===== src/shsr_defines.vh =====
// Constants for the standby controller: widths, stabilization codes, counts.
// Assumes inclusion by bare name from the standby controller files.
`ifndef SHSR_DEFINES_VH
`define SHSR_DEFINES_VH

`define SHSR_STABILIZATION_TIME_SELECT_W 3
`define SHSR_STABILIZATION_TIME_SELECT_RESET 3'h4
`define SHSR_STABILIZATION_TIME_SELECT_2E12 3'h0
`define SHSR_STABILIZATION_TIME_SELECT_2E15 3'h2
`define SHSR_STABILIZATION_TIME_SELECT_2E17 3'h4
`define SHSR_CNT_W 18
`define SHSR_WAIT_2E12 18'h01000
`define SHSR_WAIT_2E15 18'h08000
`define SHSR_WAIT_2E17 18'h20000

`endif


===== src/shsr_stab_counter.v =====
// Oscillation stabilization counter of main clock cycles.
// Assumes i_start pulses when the oscillator restarts.
`timescale 1ns/1ps
`include "shsr_defines.vh"

module shsr_stab_counter #(
    parameter CNT_W = `SHSR_CNT_W
) (
    input wire i_mclk,
    input wire i_reset,
    input wire i_start,
    input wire [CNT_W-1:0] i_target,
    output reg o_busy,
    output reg o_done
);
    reg [CNT_W-1:0] count;
    reg [CNT_W-1:0] target;

    // ==========================================
    // Counter
    always @(posedge i_mclk) begin
        if (i_reset) begin
            count <= {CNT_W{1'b0}};
            target <= {CNT_W{1'b0}};
            o_busy <= 1'b0;
            o_done <= 1'b0;
        end else begin
            o_done <= 1'b0;
            if (i_start) begin
                count <= {{(CNT_W-1){1'b0}}, 1'b1};
                target <= i_target;
                o_busy <= 1'b1;
            end else if (o_busy) begin
                if (count >= target) begin
                    o_busy <= 1'b0;
                    o_done <= 1'b1;
                end else begin
                    count <= count + {{(CNT_W-1){1'b0}}, 1'b1};
                end
            end
        end
    end
endmodule


===== src/shsr_standby_ctrl.v =====
// Standby controller: HALT and STOP entry, wake-up and peripheral gating.
// Assumes CPU instruction strobes, interrupt flags and reset are synchronous
// to i_mclk, and that i_reset_pin is the device reset input seen by this block.
`timescale 1ns/1ps
`include "shsr_defines.vh"

module shsr_standby_ctrl #(
    parameter CNT_W = `SHSR_CNT_W,
    parameter PORT_W = 8
) (
    input wire i_mclk,
    input wire i_reset,
    input wire i_reset_pin,
    input wire i_halt_instr,
    input wire i_stop_instr,
    input wire i_irq_pending,
    input wire i_nmi_req,
    input wire i_global_interrupt_enable,
    input wire i_stabilization_time_select_we,
    input wire [2:0] i_stabilization_time_select,
    input wire i_subclk_running,
    input wire i_wide_timer_subclk_sel,
    input wire i_wide_timer_buzzer_en,
    input wire i_event_counter_a_ext_sel,
    input wire i_event_counter_b_ext_sel,
    input wire i_narrow_timer_c_subclk_sel,
    input wire i_watch_timer_subclk_sel,
    input wire i_serial_ext_clk_sel,
    input wire i_two_wire_bus_port_addr_match,
    input wire [PORT_W-1:0] i_port_latch,
    output reg [2:0] o_stabilization_time_select,
    output wire o_halt_mode,
    output wire o_stop_mode,
    output wire o_main_osc_en,
    output wire o_cpu_run,
    output reg o_cpu_reset,
    output reg o_vector_irq,
    output reg o_vector_nmi,
    output reg o_resume_next,
    output reg [PORT_W-1:0] o_port_latch,
    output wire o_wide_timer_en,
    output wire o_event_counter_a_en,
    output wire o_event_counter_b_en,
    output wire o_narrow_timer_c_en,
    output wire o_watch_timer_en,
    output wire o_serial_en,
    output wire o_two_wire_bus_port_wake,
    output wire o_watchdog_en,
    output wire o_adc_en,
    output wire o_mult_en
);
    localparam [5:0] ST_RUN = 6'h01;
    localparam [5:0] ST_HALT = 6'h02;
    localparam [5:0] ST_STOP = 6'h04;
    localparam [5:0] ST_WAIT = 6'h08;
    localparam [5:0] ST_RSTWAIT = 6'h10;
    localparam [5:0] ST_PEND = 6'h20;

    reg [5:0] state;
    reg [5:0] next_state;
    reg stab_start;
    reg [CNT_W-1:0] stab_target;
    wire stab_busy;
    wire stab_done;
    wire stopped;

    // ==========================================
    // Stabilization code decode
    function [CNT_W-1:0] shsr_wait_count;
        input [2:0] code;
        begin
            case (code)
                `SHSR_STABILIZATION_TIME_SELECT_2E12: shsr_wait_count = `SHSR_WAIT_2E12;
                `SHSR_STABILIZATION_TIME_SELECT_2E15: shsr_wait_count = `SHSR_WAIT_2E15;
                `SHSR_STABILIZATION_TIME_SELECT_2E17: shsr_wait_count = `SHSR_WAIT_2E17;
                default: shsr_wait_count = `SHSR_WAIT_2E17;
            endcase
        end
    endfunction

    // Unit runs outside STOP, or in STOP while its condition holds
    function shsr_stop_gate;
        input in_stop_mode;
        input keep_running;
        begin
            shsr_stop_gate = !in_stop_mode || keep_running;
        end
    endfunction

    shsr_stab_counter #(
        .CNT_W(CNT_W)
    ) u_stab (
        .i_mclk(i_mclk),
        .i_reset(i_reset),
        .i_start(stab_start),
        .i_target(stab_target),
        .o_busy(stab_busy),
        .o_done(stab_done)
    );

    // ==========================================
    // State decode and wake conditions
    wire in_run;
    wire in_halt;
    wire in_stop;
    wire in_wait;
    wire in_rstwait;
    wire in_pend;
    wire stop_entry;
    wire halt_entry;
    wire pin_quiet;
    wire halt_nmi_wake;
    wire halt_irq_wake;
    wire entry_nmi_wake;
    wire entry_irq_wake;
    wire stop_irq_done;
    wire maskable_wake;
    wire reset_hold;
    wire reset_release;
    wire units_off;

    assign in_run = (state == ST_RUN);
    assign in_halt = (state == ST_HALT);
    assign in_stop = (state == ST_STOP);
    assign in_wait = (state == ST_WAIT);
    assign in_rstwait = (state == ST_RSTWAIT);
    assign in_pend = (state == ST_PEND);

    // Stop wins when both instructions arrive together
    assign stop_entry = in_run && i_stop_instr;
    assign halt_entry = in_run && i_halt_instr && !i_stop_instr;
    // Reset pin overrides every wake action
    assign pin_quiet = !i_reset_pin;
    assign halt_nmi_wake = in_halt && i_nmi_req && pin_quiet;
    assign halt_irq_wake = in_halt && i_irq_pending && pin_quiet;
    assign entry_nmi_wake = halt_entry && i_nmi_req &&
        pin_quiet;
    assign entry_irq_wake = halt_entry && i_irq_pending &&
        pin_quiet;
    assign stop_irq_done = in_wait && stab_done && pin_quiet;
    assign maskable_wake = halt_irq_wake || stop_irq_done || entry_irq_wake;
    assign reset_hold = i_reset_pin || in_pend || in_rstwait;
    assign reset_release = in_rstwait && stab_done && pin_quiet;
    assign units_off = in_stop || in_halt || in_wait;

    // ==========================================
    // Stabilization target: reset wait ignores the select code
    always @* begin
        if (in_pend) begin
            stab_target = `SHSR_WAIT_2E15;
        end else begin
            stab_target = shsr_wait_count(o_stabilization_time_select);
        end
    end

    // ==========================================
    // Stabilization counter start
    always @* begin
        stab_start = 1'b0;
        case (state)
            ST_RUN: begin
                stab_start = stop_entry && i_irq_pending;
            end
            ST_STOP: begin
                stab_start = i_irq_pending;
            end
            ST_PEND: begin
                stab_start = 1'b1;
            end
            default: begin
                stab_start = 1'b0;
            end
        endcase
        // Counting waits until the reset pin is released
        if (i_reset_pin) begin
            stab_start = 1'b0;
        end
    end

    // ==========================================
    // Stabilization select register
    always @(posedge i_mclk) begin
        if (i_reset) begin
            o_stabilization_time_select <= `SHSR_STABILIZATION_TIME_SELECT_RESET;
        end else if (i_stabilization_time_select_we) begin
            o_stabilization_time_select <= i_stabilization_time_select;
        end
    end

    // ==========================================
    // Mode sequencer
    always @* begin
        next_state = state;
        case (state)
            ST_RUN: begin
                if (stop_entry) begin
                    next_state = ST_STOP;
                    if (i_irq_pending) begin
                        next_state = ST_WAIT;
                    end
                end else if (halt_entry) begin
                    next_state = ST_HALT;
                    if (i_irq_pending || i_nmi_req) begin
                        next_state = ST_RUN;
                    end
                end
            end
            ST_HALT: begin
                if (i_nmi_req || i_irq_pending) begin
                    next_state = ST_RUN;
                end
            end
            ST_STOP: begin
                if (i_irq_pending) begin
                    next_state = ST_WAIT;
                end
            end
            ST_WAIT: begin
                if (stab_done) begin
                    next_state = ST_RUN;
                end
            end
            ST_RSTWAIT: begin
                if (stab_done) begin
                    next_state = ST_RUN;
                end
            end
            ST_PEND: begin
                next_state = ST_RSTWAIT;
            end
            default: begin
                next_state = ST_RUN;
            end
        endcase
        if (i_reset_pin) begin
            next_state = ST_PEND;
        end
    end

    always @(posedge i_mclk) begin
        if (i_reset) begin
            state <= ST_PEND;
        end else begin
            state <= next_state;
        end
    end

    // ==========================================
    // CPU wake actions
    always @(posedge i_mclk) begin
        if (i_reset) begin
            o_cpu_reset <= 1'b1;
            o_vector_irq <= 1'b0;
            o_vector_nmi <= 1'b0;
            o_resume_next <= 1'b0;
        end else begin
            o_vector_irq <= 1'b0;
            o_vector_nmi <= 1'b0;
            o_resume_next <= 1'b0;
            if (reset_hold) begin
                o_cpu_reset <= !reset_release;
            end else begin
                o_cpu_reset <= 1'b0;
            end
            // NMI in HALT takes precedence over a maskable wake
            if (halt_nmi_wake) begin
                o_vector_nmi <= 1'b1;
            end else if (maskable_wake) begin
                o_vector_irq <= i_global_interrupt_enable;
                o_resume_next <= !i_global_interrupt_enable;
            end else if (entry_nmi_wake) begin
                o_vector_nmi <= 1'b1;
            end
        end
    end

    // ==========================================
    // Port latch hold
    always @(posedge i_mclk) begin
        if (i_reset) begin
            o_port_latch <= {PORT_W{1'b0}};
        end else if (!stopped) begin
            o_port_latch <= i_port_latch;
        end
    end

    // ==========================================
    // Clock, CPU and peripheral gating
    wire wide_keep;
    wire event_a_keep;
    wire event_b_keep;
    wire narrow_keep;
    wire watch_keep;
    wire serial_keep;

    assign stopped = in_stop;
    assign o_stop_mode = stopped;
    assign o_halt_mode = in_halt || in_wait;
    assign o_main_osc_en = !stopped;
    assign o_cpu_run = in_run;

    assign wide_keep = i_wide_timer_subclk_sel &&
        i_wide_timer_buzzer_en &&
        i_subclk_running;
    assign event_a_keep = i_event_counter_a_ext_sel;
    assign event_b_keep = i_event_counter_b_ext_sel;
    assign narrow_keep = i_narrow_timer_c_subclk_sel && i_subclk_running;
    assign watch_keep = i_watch_timer_subclk_sel && i_subclk_running;
    assign serial_keep = i_serial_ext_clk_sel;

    assign o_wide_timer_en = shsr_stop_gate(stopped, wide_keep);
    assign o_event_counter_a_en = shsr_stop_gate(stopped, event_a_keep);
    assign o_event_counter_b_en = shsr_stop_gate(stopped, event_b_keep);
    assign o_narrow_timer_c_en = shsr_stop_gate(stopped, narrow_keep);
    assign o_watch_timer_en = shsr_stop_gate(stopped, watch_keep);
    assign o_serial_en = shsr_stop_gate(stopped, serial_keep);
    assign o_two_wire_bus_port_wake = i_two_wire_bus_port_addr_match;
    assign o_watchdog_en = !units_off;
    assign o_adc_en = in_run;
    assign o_mult_en = in_run;
endmodule


===== config.mk =====
export PLATFORM = sky130hd
export DESIGN_NAME = shsr_standby_ctrl
export DESIGN_NICKNAME = d
export VERILOG_FILES = /design/src/shsr_stab_counter.v /design/src/shsr_standby_ctrl.v
export VERILOG_INCLUDE_DIRS = /design/src
export SDC_FILE = /design/constraint.sdc
export NUM_CORES = 1
export LEC_CHECK = 0
export ABC_AREA = 1
export BUFFER_PORTS_ARGS = -buffer_cell sky130_fd_sc_hd__buf_4
export CAP_MARGIN = 20
export CORE_MARGIN = 5
export CORE_UTILIZATION = 35
export CTS_CLUSTER_DIAMETER = 50
export DETAILED_ROUTE_END_ITERATION = 8
export GPL_TIMING_DRIVEN = 1
export PLACE_DENSITY = 0.54
export SETUP_SLACK_MARGIN = 0.2
export SLEW_MARGIN = 10
export SYNTH_ARGS = -nofsm -noshare
export SYNTH_HDL_FRONTEND = slang
export SYNTH_SLANG_ARGS = --single-unit

===== constraint.sdc =====
create_clock -name i_mclk -period 4.4 [get_ports i_mclk]
set_input_delay 0.22 -clock i_mclk [delete_from_list [all_inputs] [get_ports i_mclk]]
set_output_delay 0.22 -clock i_mclk [all_outputs]
set_load 0.03 [all_outputs]

---- Yosys cells after proc, flatten, opt, wreduce, memory -nomap -nowiden ----
Cells that the tools add are included.
storage, ports and cells
  input port bits ......................... 29
  output and inout bits ................... 29
  bits in registers ....................... 59
operators by class
  multiplexer cells ....................... 23
  eq/ne operators ......................... 12
  add/subtract/negate cells ............... 1
  reductions and logical operators ........ 50
  bitwise operators ....................... 3
  magnitude comparators ................... 1
operators with widths
  cell                                                              count
  18-bit one-hot mux with 2 select lines                            1
  6-bit two-way mux                                                 5
  6-bit one-hot mux with 5 select lines                             1
  1-bit logical AND                                                 20
  18-bit by 1-bit adder with 18-bit output (second input constant)  1
  18-bit greater-or-equal comparator                                1
  18-bit two-way mux                                                1
  1-bit logical OR                                                  14
  1-bit two-way mux                                                 12
  6-bit by 1-bit == test with 1-bit output (second input constant)  1
  6-bit by 2-bit == test with 1-bit output (second input constant)  1
  6-bit by 3-bit == test with 1-bit output (second input constant)  1
  6-bit by 4-bit == test with 1-bit output (second input constant)  1
  6-bit by 5-bit == test with 1-bit output (second input constant)  1
  6-bit == test (second input constant)                             1
  1-bit logical NOT                                                 6
  2-bit OR reduction                                                3
  3-bit OR reduction                                                2
  4-bit two-way mux                                                 1
  2-bit by 1-bit != test with 1-bit output (second input constant)  2
  2-bit != test (second input constant)                             2
  2-bit AND reduction                                               2
  4-bit AND reduction                                               1
  3-bit by 2-bit == test with 1-bit output (second input constant)  1
  other kinds (6)                                                   8

---- Longest topological paths before layout ----
  word-level depth ........................ 8
  gate-level depth with buffers ........... 13

---- By module ----
From an unflattened synthesis, not the netlist that was laid out.
second synthesis, totals
  cells, all modules ...................... 475
  area, all modules ....................... 3342.0 um^2
modules (own cells, without submodules)
  module             cells each  times used  seq. area each (um^2)  area an instance (um^2)
  shsr_stab_counter  306         1           760.7                  2203.4
  shsr_standby_ctrl  169         1           420.4                  1138.6

---- Worst setup path before layout ----
Ideal clock, no wire load.
  kind .................................... register to register
  start point ............................. register state[5]
  end point ............................... register o_vector_nmi
  data arrival time ....................... 1.557 ns
  slack ................................... 2.772 ns
  setup time .............................. 0.071 ns
  clock period less this slack ............ 1.628 ns
  cell stages (with the launch flop) ...... 8
  buffers on the path ..................... 0
  cell sequence ........................... dfxtp_1 -> nor2_4 -> nand2_1 -> nor2_1 -> nand2_1 -> nor3_1 -> nand3_1 -> a21oi_1
between the ends
  longest elaborated chain between the ends .. 8
ends and longest elaborated chain
  what                                                          RTL line                                          source
  from (decl)                                                   shsr_standby_ctrl.v:59                            reg [5:0] state;
  from (signal assigned)                                        shsr_standby_ctrl.v:244                           state <= next_state;
  6-bit by 1-bit == test with 1-bit output (*)                  shsr_standby_ctrl.v:122                           assign in_run = (state == ST_RUN);
  net o_adc_en                                                  shsr_standby_ctrl.v:49                            output wire o_adc_en,
  1-bit logical AND (*) (2 in series)                           shsr_standby_ctrl.v:131                           assign halt_entry = in_run && i_halt_instr && !i_stop_instr;
  1-bit logical AND (on tied branches) (2 in series)            shsr_standby_ctrl.v:136, shsr_standby_ctrl.v:138
  1-bit two-way mux / 1-bit logical OR (equally long branches)  shsr_standby_ctrl.v:271, shsr_standby_ctrl.v:141
  1-bit two-way mux (*)                                         shsr_standby_ctrl.v:268                           end else if (maskable_wake) begin
  1-bit two-way mux (*)                                         shsr_standby_ctrl.v:266                           if (halt_nmi_wake) begin
  to (signal assigned)                                          shsr_standby_ctrl.v:258                           o_vector_nmi <= 1'b0;
  to (signal assigned)                                          shsr_standby_ctrl.v:267                           o_vector_nmi <= 1'b1;
  to (signal assigned)                                          shsr_standby_ctrl.v:272                           o_vector_nmi <= 1'b1;
  to (decl)                                                     shsr_standby_ctrl.v:38                            output reg o_vector_nmi,
Mark *: on every way through the listed nets, which the timed path passes. The rest lies on a longest branch.
A chain may end at the register's enable or synchronous reset.

---- Worst setup path in the final report ----
  start point ............................. register u_stab.count[12]
  end point ............................... register u_stab.count[8]
between the ends
  longest elaborated chain between the ends .. 3
ends and longest elaborated chain
  what                                RTL line                source
  from (decl)                         shsr_stab_counter.v:16  reg [CNT_W-1:0] count;
  from (signal assigned)              shsr_stab_counter.v:23  count <= {CNT_W{1'b0}};
  from (signal assigned)              shsr_stab_counter.v:30  count <= {{(CNT_W-1){1'b0}}, 1'b1};
  from (signal assigned)              shsr_stab_counter.v:38  count <= count + {{(CNT_W-1){1'b0}}, 1'b1};
  18-bit greater-or-equal comparator  shsr_stab_counter.v:34  if (count >= target) begin
  1-bit NOT (no line)                 --
  2-bit AND reduction (no line)       --
Every way passes these cells.

==> flow_metrics.tcl <==
set metrics [dict create \
    cts.reportedPaths.clkPinSlew_ns 0.09 \
    report.final.slew_viol_count 0 \
    ir_drop_uv 119 \
    syn_area_per_cell_sq_um 6.64 \
    grt_pass1_vias 2180 \
    drt.antenna.violating_nets 0 \
    final-seq-area_sq_um 881 \
    overflow 0 \
    fmax_mhz 468 \
    synthFlopType "dfxtp_1" \
    grt_max_degree 21 \
    synth.area.top_cells "dfxtp_1 35%, nand2_1 19%, nor2_1 8.0%" \
    grtUsageTotal 0.138 \
    first_iter_violations 56 \
    tritoncts "yes" \
    max-cap-violations 0 \
    fill_cells 784 \
    crit_fanout 20 \
    cts-root-buf "clkbuf_8" \
    syn_nets 415 \
    crit_arrival_ns 2.32 \
    crit_start "u_stab.count[12]$_SDFFE_PP0P_" \
    switchingPower_mw 0.217 \
    critPathKind "flop to flop" \
    endpoint_kind "flop" \
    clock-sinks 44 \
    clock_skew_ns 0.00894 \
    drive_gt1_frac 0.205 \
    synth-seq-area-share 0.348 \
    synth_top_area_cell "dfxtp_1" \
    clock_latency_ns 0.29 \
    synth_compound_area_frac 0.0881 \
    place_area_sq_um 2980 \
    min_period_over_period 0.485 \
    antenna_cells 0 \
    r2r_start "u_stab.count[12]$_SDFFE_PP0P_" \
    final_area_sq_um 3080 \
    sequentialPowerShare 0.499 \
    yosys.area_share.simple 0.405 \
    grt_pass1_wl_um 10100 \
    tns_ns 0 \
    synth_top_family_by_area "simple AND/OR/NAND/NOR gates" \
    cp.required_ns 4.58 \
    die_h_um 95 \
    synth_common_cells "128 x nand2_1, 54 x nor2_1, 44 x dfxtp_1" \
    syn_inst 381 \
    synth_xor_area_frac 0.0416 \
    synth_edf_count 0 \
    p_clk_frac 0.364 \
    ctsResizeCount 0 \
    drc 0 \
    yosys_register_bits 44 \
    async_flop_share 0 \
    synth_warnings 0 \
    p_sw_frac 0.258 \
    tightest_slew_ns 0.548 \
    pwr_density_cell_nw_per_um2 273 \
    synth.most_common_cell "nand2_1" \
    cts_htree_levels 2 \
    fin_crit_ns 2.14 \
    wire_per_inst_um 11.3 \
    outcome "finished clean" \
    cts_inserted_buffers 5 \
    intPower_mw 0.624 \
    hp-start "i_global_interrupt_enable" \
    row_count 31 \
    drt_wl_total_um 6040 \
    start_kind "flop" \
    antenna_found_initial 0 \
    synth_fa_ha_area_frac 0.0247 \
    combPwrFrac 0.137 \
    finalHoldViolations 0 \
    die_x_um 95 \
    clock_path_buffers 2 \
    multi_input_area_sq_um 1420 \
    setup_viol 0 \
    synth_top_area_share 0.348 \
    via_per_inst 4.53 \
    post_cts_buffers 0 \
    design.core.area_sq_um 7140 \
    ctsHoldBuffers 0 \
    synth_area_sq_um 2530 \
    nets 467 \
    place_congestion 0.833 \
    vias 2415 \
    dp_hpwl_um 4640 \
    synthMuxAreaShare 0 \
    dieArea_sq_um 9030 \
    start_util 0.354 \
    hp-class "input pin to flop" \
    rsz0062_at_grt "no" \
    portBuffers 55 \
    leakagePower_nw 1.35 \
    io-pin-count 58 \
    netlist-cell-type-count 28 \
    first_pass_iters 4 \
    relSlewSlack 0.632 \
    area_growth_syn_to_layout_pct 22.0 \
]
## critical path, cell delays in order (launching register included)
cell and delay [ns]:
dfxtp_1 0.42, inv_1 0.09, ha_1 0.28, nand3_1 0.07
nor2_1 0.11, nand3b_1 0.14, nand3_2 0.34, clkinv_2 0.33
nand2_1 0.17, a21oi_2 0.06
## power groups by stage
stage / Combinational (mW) / Sequential [mW] / Clock, mW
6_report: 0.115 / 0.419 / 0.306
5_1_grt: 0.128 / 0.421 / 0.334
4_1_cts: 0.116 / 0.420 / 0.320
3_5_place_dp: 0.116 / 0.429 / 0
3_3_place_gp: 0.116 / 0.429 / 0
2_1_floorplan: 0.0652 / 0.440 / 0
## per-stage QoR
stage | instances | setup WS [ns] | hold slack [ns] | power [mW] | util
final | 533 | 2.26 | 0.0834 | 0.841 | 0.432
after floorplan | 381 | 2.77 | 0.292 | 0.505 | -
after global routing | 533 | 2.01 | 0.0696 | 0.883 | 0.432
after CTS | 533 | 2.26 | 0.0757 | 0.856 | 0.432
after detailed placement | 525 | 2.28 | 0.389 | 0.545 | 0.417
after global placement | 525 | 2.29 | 0.388 | 0.544 | 0.417
## layout make-up
class,instances,share of cell area
inverters,38,0.0467
repair buffers,55,0.134
flip-flops and latches,44,0.286
clock inverters,2,0.0114
clock buffers,6,0.0235
multi-input cells,289,0.459
well taps,99,0.0402
## cell usage in the layout (no fill, tap or decap), types with 2 or more instances in the layout
cell      instances
nand2_1         128
buf_4            55
nor2_1           54
dfxtp_1          44
inv_1            36
a21oi_1          20
nand3_1          18
xor2_1           10
a21oi_2          10
nand4_1           9
o21ai_0           7
nor3_1            6
nor2_2            5
ha_1              5
clkbuf_8          5
nand3b_1          4
nand3_2           3
or2_2             3
clkinv_2          2
nand2_2           2
xnor2_1           2
## cell families after synthesis
kind of cell,count (synthesis)
compound gates,37
xor+xnor,12
fa+ha+maj,5
buf+inv,48
flops,44
simple gates,235
## layer usage
layer  vias up  global-route usage  share of wire
met3         2              0.0351          0.072
met2        52               0.238           0.45
met1      1065               0.175           0.48
met5         -                   0              0
li1       1296                   -              -
met4         0              0.0252         0.0041
## final timing paths
check | end | slack (ns) | cells past startpoint
worst max-delay path | u_stab.count[8]$_SDFFE_PP0P_ | 2.26 | 9
worst max register to register | u_stab.count[8]$_SDFFE_PP0P_ | 2.26 | 9
worst min-delay path | o_resume_next$_SDFF_PP0_ | 0.08 | 2
worst min register to register | o_port_latch[1]$_SDFFE_PP0P_ | 0.46 | 2
## state kept, by name (all words and copies together), names as in the netlist
name,count
u_stab.target,3
o_resume_next,1
o_port_latch,8
u_stab.o_busy,1
state,6
o_vector_nmi,1
o_stabilization_time_select,3
o_cpu_reset,1
u_stab.o_done,1
o_vector_irq,1
u_stab.count,18
Note: power is estimated with default switching activity, not from simulation.
